$ cat src/hw/mis_cfg.svh
// offsets, field positions and reset values of the status flag block
//
// Contract
// - sag on phase A/B/C sets bits 3-5
// - missing phase crossing sets bits 6-8
// - rising zero crossing per phase sets 9-11
// - line-cycle accumulation done sets bit 12
// - bit 13 defaults 1, high one cycle only
// - supply-low event restores every register default
// - voltage above its threshold sets bit 14
// - current above its threshold sets bit 15
// - new waveform sample sets bit 16
// - selected-phase active sign change sets 17
// - selected-phase reactive sign change sets 18
// - A crossing then B, not C, sets 19
// - interrupt low only for set, unmasked flags
// - flags sticky until clearing-view read
// - energy half-full flags on bits 0-2
`ifndef MIS_CFG_SVH
`define MIS_CFG_SVH

// register word indices; byte address is four times the index
`define MIS_IDX_CALCMODE 6'h13
`define MIS_IDX_MASK     6'h18
`define MIS_IDX_STATUS   6'h19
`define MIS_IDX_CLRVIEW  6'h1a
`define MIS_IDX_HALFCYC  6'h1c
`define MIS_IDX_VPEAK    6'h1d
`define MIS_IDX_IPEAK    6'h1e

// flag bit positions
`define MIS_BIT_ACTHALF  0
`define MIS_BIT_RCTHALF  1
`define MIS_BIT_APPHALF  2
`define MIS_BIT_SAG      3
`define MIS_BIT_ZXTO     6
`define MIS_BIT_ZX       9
`define MIS_BIT_LINE     12
`define MIS_BIT_RESET    13
`define MIS_BIT_VPEAK    14
`define MIS_BIT_IPEAK    15
`define MIS_BIT_WAVE     16
`define MIS_BIT_REVP     17
`define MIS_BIT_REVQ     18
`define MIS_BIT_SEQ      19

// computation mode fields
`define MIS_CM_SEL_LSB   0
`define MIS_CM_LINE_BIT  3

// reset values, plus the writable-bit mask of the mask register
`define MIS_FLAGS_RST    20'h02000
`define MIS_MASK_RST     20'h00000
`define MIS_MASK_WR      20'hfdfff
`define MIS_CM_RST       4'h7
`define MIS_HALFCYC_RST  16'hffff
`define MIS_VPEAK_RST    24'hffffff
`define MIS_IPEAK_RST    24'hffffff

`endif

$ cat src/hw/mis_pkg.sv
// types shared by the status flag block
package mis_pkg;
  typedef logic [19:0] mis_flags_t;
  typedef logic [2:0]  mis_phase_t;
  typedef enum logic [1:0] {
    MIS_SEQ_IDLE  = 2'b00,
    MIS_SEQ_AFTER = 2'b01
  } mis_seq_state_t;
endpackage : mis_pkg

$ cat src/hw/mis_evt_if.sv
// carrier between flag logic and sequence/line-cycle detector
`timescale 1ns/100ps
interface mis_evt_if;
  mis_pkg::mis_phase_t crossRise;      // rising zero crossing pulses
  logic                halfCycleTick;  // half line cycle pulse
  logic                lineModeEn;     // line-cycle accumulation on
  logic [15:0]         halfCycleCount; // programmed half cycles
  logic                swReset;        // supply-low reset event
  logic                seqErrEvent;    // phase order error pulse
  logic                lineDoneEvent;  // accumulation done pulse
  modport ctrl (
    output crossRise, halfCycleTick, lineModeEn, halfCycleCount, swReset,
    input  seqErrEvent, lineDoneEvent
  );
  modport det (
    input  crossRise, halfCycleTick, lineModeEn, halfCycleCount, swReset,
    output seqErrEvent, lineDoneEvent
  );
endinterface : mis_evt_if

$ cat src/hw/mis_seq_line.sv
// phase order checker and line-cycle accumulation counter
`timescale 1ns/100ps
`include "mis_cfg.svh"
module mis_seq_line (
  input wire logic mclk,    // 25 MHz clock
  input wire logic reset_n, // async reset, active low
  mis_evt_if.det   evt      // events in, detections out
);
  mis_pkg::mis_seq_state_t seqState_reg;
  logic [15:0]             halfCount_reg;

  // after an A crossing, a B crossing before the C one is an order error
  always_ff @(posedge mclk or negedge reset_n) begin
    if (!reset_n) begin
      seqState_reg    <= mis_pkg::MIS_SEQ_IDLE;
      evt.seqErrEvent <= 1'b0;
    end else if (evt.swReset) begin
      seqState_reg    <= mis_pkg::MIS_SEQ_IDLE;
      evt.seqErrEvent <= 1'b0;
    end else begin
      evt.seqErrEvent <= 1'b0;
      unique case (seqState_reg)
        mis_pkg::MIS_SEQ_IDLE: begin
          if (evt.crossRise[0]) begin
            seqState_reg <= mis_pkg::MIS_SEQ_AFTER;
          end
        end
        mis_pkg::MIS_SEQ_AFTER: begin
          if (evt.crossRise[1]) begin
            evt.seqErrEvent <= 1'b1;
            seqState_reg    <= mis_pkg::MIS_SEQ_IDLE;
          end else if (evt.crossRise[2]) begin
            seqState_reg <= mis_pkg::MIS_SEQ_IDLE;
          end
        end
        default: seqState_reg <= mis_pkg::MIS_SEQ_IDLE;
      endcase
    end
  end

  // count of zero wraps the sum, so it completes after 65536 half cycles
  always_ff @(posedge mclk or negedge reset_n) begin
    if (!reset_n) begin
      halfCount_reg     <= 16'h0000;
      evt.lineDoneEvent <= 1'b0;
    end else if (evt.swReset || !evt.lineModeEn) begin
      halfCount_reg     <= 16'h0000;
      evt.lineDoneEvent <= 1'b0;
    end else begin
      evt.lineDoneEvent <= 1'b0;
      if (evt.halfCycleTick) begin
        if (halfCount_reg + 16'h0001 == evt.halfCycleCount) begin
          halfCount_reg     <= 16'h0000;
          evt.lineDoneEvent <= 1'b1;
        end else begin
          halfCount_reg <= halfCount_reg + 16'h0001;
        end
      end
    end
  end
endmodule : mis_seq_line

$ cat src/hw/mis_status_flags.sv
// interrupt status flags with classic wishbone register access
`timescale 1ns/100ps
`include "mis_cfg.svh"
module mis_status_flags (
  input  wire logic        mclk,          // 25 MHz clock
  input  wire logic        reset_n,       // async reset, active low
  // wishbone classic slave
  input  wire logic        wb_cyc_i,      // bus cycle
  input  wire logic        wb_stb_i,      // strobe
  input  wire logic        wb_we_i,       // write enable
  input  wire logic [7:0]  wb_adr_i,      // byte address
  input  wire logic [3:0]  wb_sel_i,      // byte lanes
  input  wire logic [31:0] wb_dat_i,      // write data
  output logic      [31:0] wb_dat_o,      // read data
  output logic             wb_ack_o,      // acknowledge
  // interrupt
  output logic             irqN,          // interrupt, active low
  // measurement events
  input  wire logic [2:0]  sagEvent,      // sag pulse per phase
  input  wire logic [2:0]  crossTimeout,  // missing crossing pulse
  input  wire logic [2:0]  crossRise,     // rising crossing pulse
  input  wire logic        halfCycleTick, // half line cycle pulse
  input  wire logic        supplyLow,     // supply below 4 V level
  input  wire logic [23:0] voltageSample, // selected voltage magnitude
  input  wire logic [23:0] currentSample, // selected current magnitude
  input  wire logic        waveReady,     // new waveform sample pulse
  input  wire logic [2:0]  activeSign,    // active power sign per phase
  input  wire logic [2:0]  reactiveSign,  // reactive power sign
  input  wire logic [2:0]  activeBit14,   // active accumulators bit 14
  input  wire logic [2:0]  reactiveBit14, // reactive accumulators bit 14
  input  wire logic [2:0]  apparentBit15  // apparent accumulators bit 15
);

  // flags and software registers
  mis_pkg::mis_flags_t flags_reg;
  mis_pkg::mis_flags_t flags_next;
  mis_pkg::mis_flags_t mask_reg;
  logic [3:0]          computation_mode_reg_reg;
  logic [15:0]         halfCycles_reg;
  logic [23:0]         vPeakThr_reg;
  logic [23:0]         iPeakThr_reg;

  // history for edge and change detection
  logic                supplyLowPrev_reg;
  logic [2:0]          activeSignPrev_reg;
  logic [2:0]          reactiveSignPrev_reg;
  logic [2:0]          activeBitPrev_reg;
  logic [2:0]          reactiveBitPrev_reg;
  logic [2:0]          apparentBitPrev_reg;

  // bus decode
  logic [5:0]          regIdx;
  logic                busReq;
  logic                wrStrobe;
  logic                clrRead;
  logic [31:0]         readMux;
  mis_pkg::mis_flags_t clrBits;
  mis_pkg::mis_flags_t evtBits;
  logic                resetEvent;

  mis_evt_if evtBus ();

  function automatic logic [2:0] changeOf(input logic [2:0] now,
                                          input logic [2:0] prev);
    changeOf = now ^ prev;
  endfunction : changeOf

  function automatic logic [2:0] riseOf(input logic [2:0] now,
                                        input logic [2:0] prev);
    riseOf = now & ~prev;
  endfunction : riseOf

  function automatic logic [31:0] laneMerge(input logic [31:0] old,
                                            input logic [31:0] wr,
                                            input logic [3:0]  sel);
    logic [31:0] res;
    res = old;
    for (int b = 0; b < 4; b++) begin
      if (sel[b]) begin
        res[8*b +: 8] = wr[8*b +: 8];
      end
    end
    laneMerge = res;
  endfunction : laneMerge

  assign regIdx   = wb_adr_i[7:2];
  assign busReq   = wb_cyc_i && wb_stb_i;
  // write lands on the edge where ack is seen high
  assign wrStrobe = busReq && wb_we_i && wb_ack_o;
  assign clrRead  = busReq && !wb_we_i && wb_ack_o &&
                    regIdx == `MIS_IDX_CLRVIEW;
  // clear only what was returned, so late events survive the read
  assign clrBits  = clrRead ? wb_dat_o[19:0] : '0;

  assign resetEvent = supplyLow && !supplyLowPrev_reg;

  // detector submodule link
  assign evtBus.crossRise      = crossRise;
  assign evtBus.halfCycleTick  = halfCycleTick;
  assign evtBus.lineModeEn     = computation_mode_reg_reg[`MIS_CM_LINE_BIT];
  assign evtBus.halfCycleCount = halfCycles_reg;
  assign evtBus.swReset        = resetEvent;

  mis_seq_line seqLine (
    .mclk    (mclk),
    .reset_n (reset_n),
    .evt     (evtBus)
  );

  // event vector, one bit per flag
  always_comb begin
    evtBits = '0;
    evtBits[`MIS_BIT_ACTHALF] =
      |changeOf(activeBit14, activeBitPrev_reg);
    evtBits[`MIS_BIT_RCTHALF] =
      |changeOf(reactiveBit14, reactiveBitPrev_reg);
    evtBits[`MIS_BIT_APPHALF] =
      |riseOf(apparentBit15, apparentBitPrev_reg);
    evtBits[`MIS_BIT_SAG +: 3]  = sagEvent;
    evtBits[`MIS_BIT_ZXTO +: 3] = crossTimeout;
    evtBits[`MIS_BIT_ZX +: 3]   = crossRise;
    evtBits[`MIS_BIT_LINE]      = evtBus.lineDoneEvent;
    evtBits[`MIS_BIT_VPEAK] = voltageSample > vPeakThr_reg;
    evtBits[`MIS_BIT_IPEAK] = currentSample > iPeakThr_reg;
    evtBits[`MIS_BIT_WAVE] = waveReady;
    evtBits[`MIS_BIT_REVP] =
      |(changeOf(activeSign, activeSignPrev_reg) &
        computation_mode_reg_reg[`MIS_CM_SEL_LSB +: 3]);
    evtBits[`MIS_BIT_REVQ] =
      |(changeOf(reactiveSign, reactiveSignPrev_reg) &
        computation_mode_reg_reg[`MIS_CM_SEL_LSB +: 3]);
    evtBits[`MIS_BIT_SEQ]  = evtBus.seqErrEvent;
  end

  // set wins over clear; a set flag stays set, except bit 13, which drops the next cycle
  always_comb begin
    if (resetEvent) begin
      flags_next = `MIS_FLAGS_RST;
    end else begin
      flags_next = (flags_reg & ~clrBits) | evtBits;
      flags_next[`MIS_BIT_RESET] = 1'b0;
    end
  end

  always_ff @(posedge mclk or negedge reset_n) begin
    if (!reset_n) begin
      flags_reg <= `MIS_FLAGS_RST;
    end else begin
      flags_reg <= flags_next;
    end
  end

  // history for sign and accumulator bit changes
  always_ff @(posedge mclk or negedge reset_n) begin
    if (!reset_n) begin
      supplyLowPrev_reg    <= 1'b0;
      activeSignPrev_reg   <= 3'h0;
      reactiveSignPrev_reg <= 3'h0;
      activeBitPrev_reg    <= 3'h0;
      reactiveBitPrev_reg  <= 3'h0;
      apparentBitPrev_reg  <= 3'h0;
    end else begin
      supplyLowPrev_reg    <= supplyLow;
      activeSignPrev_reg   <= activeSign;
      reactiveSignPrev_reg <= reactiveSign;
      activeBitPrev_reg    <= activeBit14;
      reactiveBitPrev_reg  <= reactiveBit14;
      apparentBitPrev_reg  <= apparentBit15;
    end
  end

  // software registers; supply-low event reloads defaults
  always_ff @(posedge mclk or negedge reset_n) begin
    if (!reset_n) begin
      mask_reg <= `MIS_MASK_RST;
    end else if (resetEvent) begin
      mask_reg <= `MIS_MASK_RST;
    end else if (wrStrobe && regIdx == `MIS_IDX_MASK) begin
      mask_reg <= 20'(laneMerge({12'h000, mask_reg}, wb_dat_i,
                                wb_sel_i)) & `MIS_MASK_WR;
    end
  end

  always_ff @(posedge mclk or negedge reset_n) begin
    if (!reset_n) begin
      computation_mode_reg_reg <= `MIS_CM_RST;
    end else if (resetEvent) begin
      computation_mode_reg_reg <= `MIS_CM_RST;
    end else if (wrStrobe && regIdx == `MIS_IDX_CALCMODE) begin
      computation_mode_reg_reg <= 4'(laneMerge({28'h0000000, computation_mode_reg_reg}, wb_dat_i,
                                   wb_sel_i));
    end
  end

  always_ff @(posedge mclk or negedge reset_n) begin
    if (!reset_n) begin
      halfCycles_reg <= `MIS_HALFCYC_RST;
    end else if (resetEvent) begin
      halfCycles_reg <= `MIS_HALFCYC_RST;
    end else if (wrStrobe && regIdx == `MIS_IDX_HALFCYC) begin
      halfCycles_reg <= 16'(laneMerge({16'h0000, halfCycles_reg}, wb_dat_i,
                                      wb_sel_i));
    end
  end

  always_ff @(posedge mclk or negedge reset_n) begin
    if (!reset_n) begin
      vPeakThr_reg <= `MIS_VPEAK_RST;
      iPeakThr_reg <= `MIS_IPEAK_RST;
    end else if (resetEvent) begin
      vPeakThr_reg <= `MIS_VPEAK_RST;
      iPeakThr_reg <= `MIS_IPEAK_RST;
    end else if (wrStrobe && regIdx == `MIS_IDX_VPEAK) begin
      vPeakThr_reg <= 24'(laneMerge({8'h00, vPeakThr_reg}, wb_dat_i,
                                    wb_sel_i));
    end else if (wrStrobe && regIdx == `MIS_IDX_IPEAK) begin
      iPeakThr_reg <= 24'(laneMerge({8'h00, iPeakThr_reg}, wb_dat_i,
                                    wb_sel_i));
    end
  end

  // read data; unmapped words read as zero
  always_comb begin
    readMux = 32'h00000000;
    unique case (regIdx)
      `MIS_IDX_CALCMODE: readMux = {28'h0000000, computation_mode_reg_reg};
      `MIS_IDX_MASK:     readMux = {12'h000, mask_reg};
      `MIS_IDX_STATUS:   readMux = {12'h000, flags_reg};
      `MIS_IDX_CLRVIEW:  readMux = {12'h000, flags_reg};
      `MIS_IDX_HALFCYC:  readMux = {16'h0000, halfCycles_reg};
      `MIS_IDX_VPEAK:    readMux = {8'h00, vPeakThr_reg};
      `MIS_IDX_IPEAK:    readMux = {8'h00, iPeakThr_reg};
      default:           readMux = 32'h00000000;
    endcase
  end

  // ack one cycle after the request, dropped the cycle after
  always_ff @(posedge mclk or negedge reset_n) begin
    if (!reset_n) begin
      wb_ack_o <= 1'b0;
    end else begin
      wb_ack_o <= busReq && !wb_ack_o;
    end
  end

  always_ff @(posedge mclk or negedge reset_n) begin
    if (!reset_n) begin
      wb_dat_o <= 32'h00000000;
    end else if (busReq && !wb_ack_o && !wb_we_i) begin
      wb_dat_o <= readMux;
    end
  end

  // mask bit 13 is reserved and never writable, so reset pulse stays quiet
  always_ff @(posedge mclk or negedge reset_n) begin
    if (!reset_n) begin
      irqN <= 1'b1;
    end else begin
      irqN <= ~|(flags_next & mask_reg);
    end
  end

endmodule : mis_status_flags

$ cat config.mk
export PLATFORM = sky130hd
export DESIGN_NAME = mis_status_flags
export DESIGN_NICKNAME = d
export VERILOG_FILES = /design/src/hw/mis_pkg.sv /design/src/hw/mis_evt_if.sv /design/src/hw/mis_seq_line.sv /design/src/hw/mis_status_flags.sv
export VERILOG_INCLUDE_DIRS = /design/src /design/src/hw
export SDC_FILE = /design/constraint.sdc
export NUM_CORES = 1
export LEC_CHECK = 0
export BUFFER_PORTS_ARGS = -buffer_cell sky130_fd_sc_hd__buf_2
export CAP_MARGIN = 15
export CORE_ASPECT_RATIO = 1.4
export CORE_MARGIN = 4
export CORE_UTILIZATION = 62
export CTS_BUF_LIST = sky130_fd_sc_hd__clkbuf_8 sky130_fd_sc_hd__clkbuf_16
export CTS_CLUSTER_DIAMETER = 60
export DETAILED_ROUTE_END_ITERATION = 10
export PLACE_DENSITY = 0.9
export SETUP_SLACK_MARGIN = 0.4
export SLEW_MARGIN = 25
export SYNTH_ARGS = -nofsm -noshare
export SYNTH_HDL_FRONTEND = slang
export SYNTH_SLANG_ARGS = --single-unit
$ cat constraint.sdc
create_clock -name mclk -period 7.4 [get_ports mclk]
set_clock_uncertainty 0.15 [all_clocks]
set_input_delay 0.74 -clock mclk [delete_from_list [all_inputs] [get_ports mclk]]
set_output_delay 0.74 -clock mclk [all_outputs]
set_load 0.03 [all_outputs]
==> impl_metrics.csv <==
group,metric,value,unit
setup_path,start_kind,"input port",
sta,period_share,0.4496,
synthesis,synthArstFlopShare,1.000,
setup_path,max_stage_delay,860,ps
die,io_pins,158,
setup_path,path_cells,"buf_2 -> nand4bb_1 -> nor3_2 -> nand3_1 -> mux2i_1 -> nor2_1",
synthesis,synth_top_area_share,0.2609,
synthesis,yosys-top-cells-area,"dfrtp_1, dfstp_2, nor2_1",
route,routed_wl,27180,um
synthesis,synth-simple-area-share,0.1641,
clock_tree,clk_path_buf_depth,2,
synthesis,synth_area,9495,sq um
setup_path,crit_type,"input port to register",
pwr,comb_power_share,0.194,
sta,fmax,300.6,MHz
pwr,power_density,228.7,nW/um^2
setup_path,critPathMaxFanout,15,
global_route,grt_max_degree,92,
synthesis,synth-compound-area-share,0.1892,
synthesis,syn_area_per_cell,9.052,sq um
clock_tree,htreeDepth,4,
sta,final.min_clock_period,3327,ps
clock_tree,cts_resized,0,
place,dp_hpwl,19770,um
pwr,intPower,1.669,mW
synthesis,ys_types,69,
place,gp_congestion,0.9833,
synthesis,synth_top_family_by_area,"compound AO/OA/AOI/OAI gates",
synthesis,synth_area_leader_cell,"dfrtp_1",
route,dr.pass1.iters,5,
synthesis,yosys_register_bits,168,
sta,setup_viol,0,
route,drtIter0Drc,786,
route,routedWlPerCell,19.87,um
place,port_buffers,138,
global_route,grt_pass1_wl,43280,um
setup_path,end_kind,"register",
global_route,grt_overflow_total,0,
clock_tree,post_cts_buffers,0,
cells_and_area,final_cell_mix,"nor2_1, buf_2, a21oi_1",
place,place_inst,1333,
clock_tree,cts_tree,"done",
global_route,grtUsageTotal,0.3146,
synthesis,synth_adder_area_share,0.06457,
cells_and_area,drive_above_1_share,0.2240,
setup_path,cp_slowest_cell,"nor3_2",
synthesis,synth_edf_count,0,
die,dieArea,17390,sq um
run,maxCapViolations,0,
clock_tree,clk_pin_slew,70,ps
synthesis,synth_ff_type,"dfrtp_1",
sta,drv_slew,0,
clock_tree,ctsHoldBuffers,0,
clock_tree,clk-insertion-delay-late,440,ps
global_route,grt_pass1_vias,8597,
cells_and_area,syn_to_final_growth,14.26,%
die,dieHeight,154.4,um
clock_tree,root_buffer,"clkbuf_16",
route,drc,0,
sta,tightest_slew,1054,ps
pwr,p_leak,5.004,nW
global_route,grt_antenna_before_repair,2,
die,initial_core_util,0.6308,
worst_hold_path,hold_class,"input port to async pin",
route,via_count,8756,
status,status,"finished clean",
cells_and_area,layout.nets,1334,
clock_tree,numCtsBuffers,17,
synthesis,yosysSeqAreaShare,0.4518,
pwr,p_sw_frac,0.3274,
pwr,power_frac_seq,0.462,
synthesis,synth-xor-area-share,0.04243,
setup_path,required,7540,ps
cells_and_area,fin_cells,1368,
synthesis,synth_mux_area_frac,0.03070,
sta,setup_tns,0,ps
sta,hold_violations,0,
route,drt-vias-per-instance,6.401,
pwr,p_switching,812.5,uW
die,die_w,112.6,um
die,core_area,15050,sq um
setup_path,crit_arrival,3470,ps
die,row_count,53,
pwr,clkPwrFrac,0.344,
synthesis,synth_cells,1049,
synthesis,yosysWarnings,0,
route,ant_nets,0,
pwr,ir_drop,0.1814,mV
sta,rsz0062_at_grt,"false",
cells_and_area,final_common_cell,"nor2_1",
clock_tree,clock_sinks,168,
sta,timing.slew.headroom,0.2965,
per-layer routing:
layer	share of wire	global-route usage
met5	0	0
met3	0.083	0.06262
met2	0.49	0.5169
met4	0.067	0.1976
met1	0.35	0.3766
worst max-delay path, delay by kind of cell:
family / cells / cell delay [ps]
AND/OR/NAND/NOR: 4 / 2300
multiplexers: 1 / 300
buffers and inverters: 1 / 130
final timing paths:
| path | slack [ps] | endpoint | cells past startpoint | startpoint |
|---|---|---|---|---|
| worst max-delay path | 4070 | mask_reg[12] | 6 | wb_adr_i[2] |
| max in group asynchronous | 5620 | iPeakThr_reg[17] | 3 | reset_n |
| worst min-delay path | 230 | wb_dat_o[22] | 1 | reset_n |
| worst min register to register | 360 | flags_reg[3] | 1 | wb_dat_o[3] |
| min in group mclk | 270 | apparentBitPrev_reg[1] | 1 | apparentBit15[1] |
| worst max register to register | 4090 | seqLine.halfCount_reg[13] | 7 | seqLine.halfCount_reg[0] |
kinds of logic (layout without fill, tap and decap cells):
logic type,count (synthesis),after routing
AOI/OAI and AO/OA,282,282
xor gates and xnor gates,46,46
adders and majority gates,49,49
buffers and inverters,130,248
DFF,168,168
muxes,29,29
other,1,10
and+or+nand+nor,344,344
Yosys cell counts (all sizes together) (4+ instances only):
| cell type | count |
|---|---|
| nor3 | 12 |
| buf | 24 |
| inv | 70 |
| and3 | 7 |
| a21oi | 124 |
| nor4 | 6 |
| a22oi | 23 |
| a211oi | 15 |
| nand2 | 75 |
| a311o | 4 |
| o21ai | 35 |
| nand4 | 24 |
| a31oi | 19 |
| nor2 | 167 |
| a21o | 4 |
| a221oi | 11 |
| a2111oi | 4 |
| ha | 49 |
| mux2i | 28 |
| nand3 | 22 |
| and4 | 5 |
| clkbuf | 36 |
| xor2 | 25 |
| dfstp | 69 |
| dfrtp | 99 |
| xnor2 | 21 |
| and2 | 5 |
| a41oi | 4 |
| nor2b | 7 |
| a31o | 4 |
| o211ai | 5 |
stage by stage:
stage / hold WS (ps) / setup WS, ps / power [mW] / utilization / cell area, sq um
3_3_place_gp: 338.0 / 3560 / 1.602 / 0.6804 / 10240
2_1_floorplan: 294.4 / 4755 / 1.439 / - / 9522
4_1_cts: 258.1 / 3753 / 2.472 / 0.7182 / 10810
6_report: 225.5 / 4073 / 2.482 / 0.7207 / 10850
5_1_grt: 264.4 / 3875 / 2.589 / 0.7207 / 10850
3_5_place_dp: 344.1 / 3427 / 1.626 / 0.6808 / 10250
final cells by class:
cell class | instances | area [sq um]
multi-input combinational | 758 | 4711
clock inverter | 15 | 137.6
timing repair buffer | 146 | 777.0
fill | 1063 | 4204
clock buffer | 17 | 425.4
tap | 192 | 240.2
sequential | 168 | 4290
inverter | 70 | 262.8
antenna | 2 | 5.005
power groups by stage:
stage / registers [mW] / clock network, mW / logic (mW)
final: 1.15 / 0.853 / 0.481
after global routing: 1.16 / 0.903 / 0.531
after CTS: 1.14 / 0.854 / 0.477
after detailed placement: 1.16 / 0 / 0.470
after global placement: 1.15 / 0 / 0.449
after floorplan: 1.18 / 0 / 0.262
(Power assumes the default switching activity.)
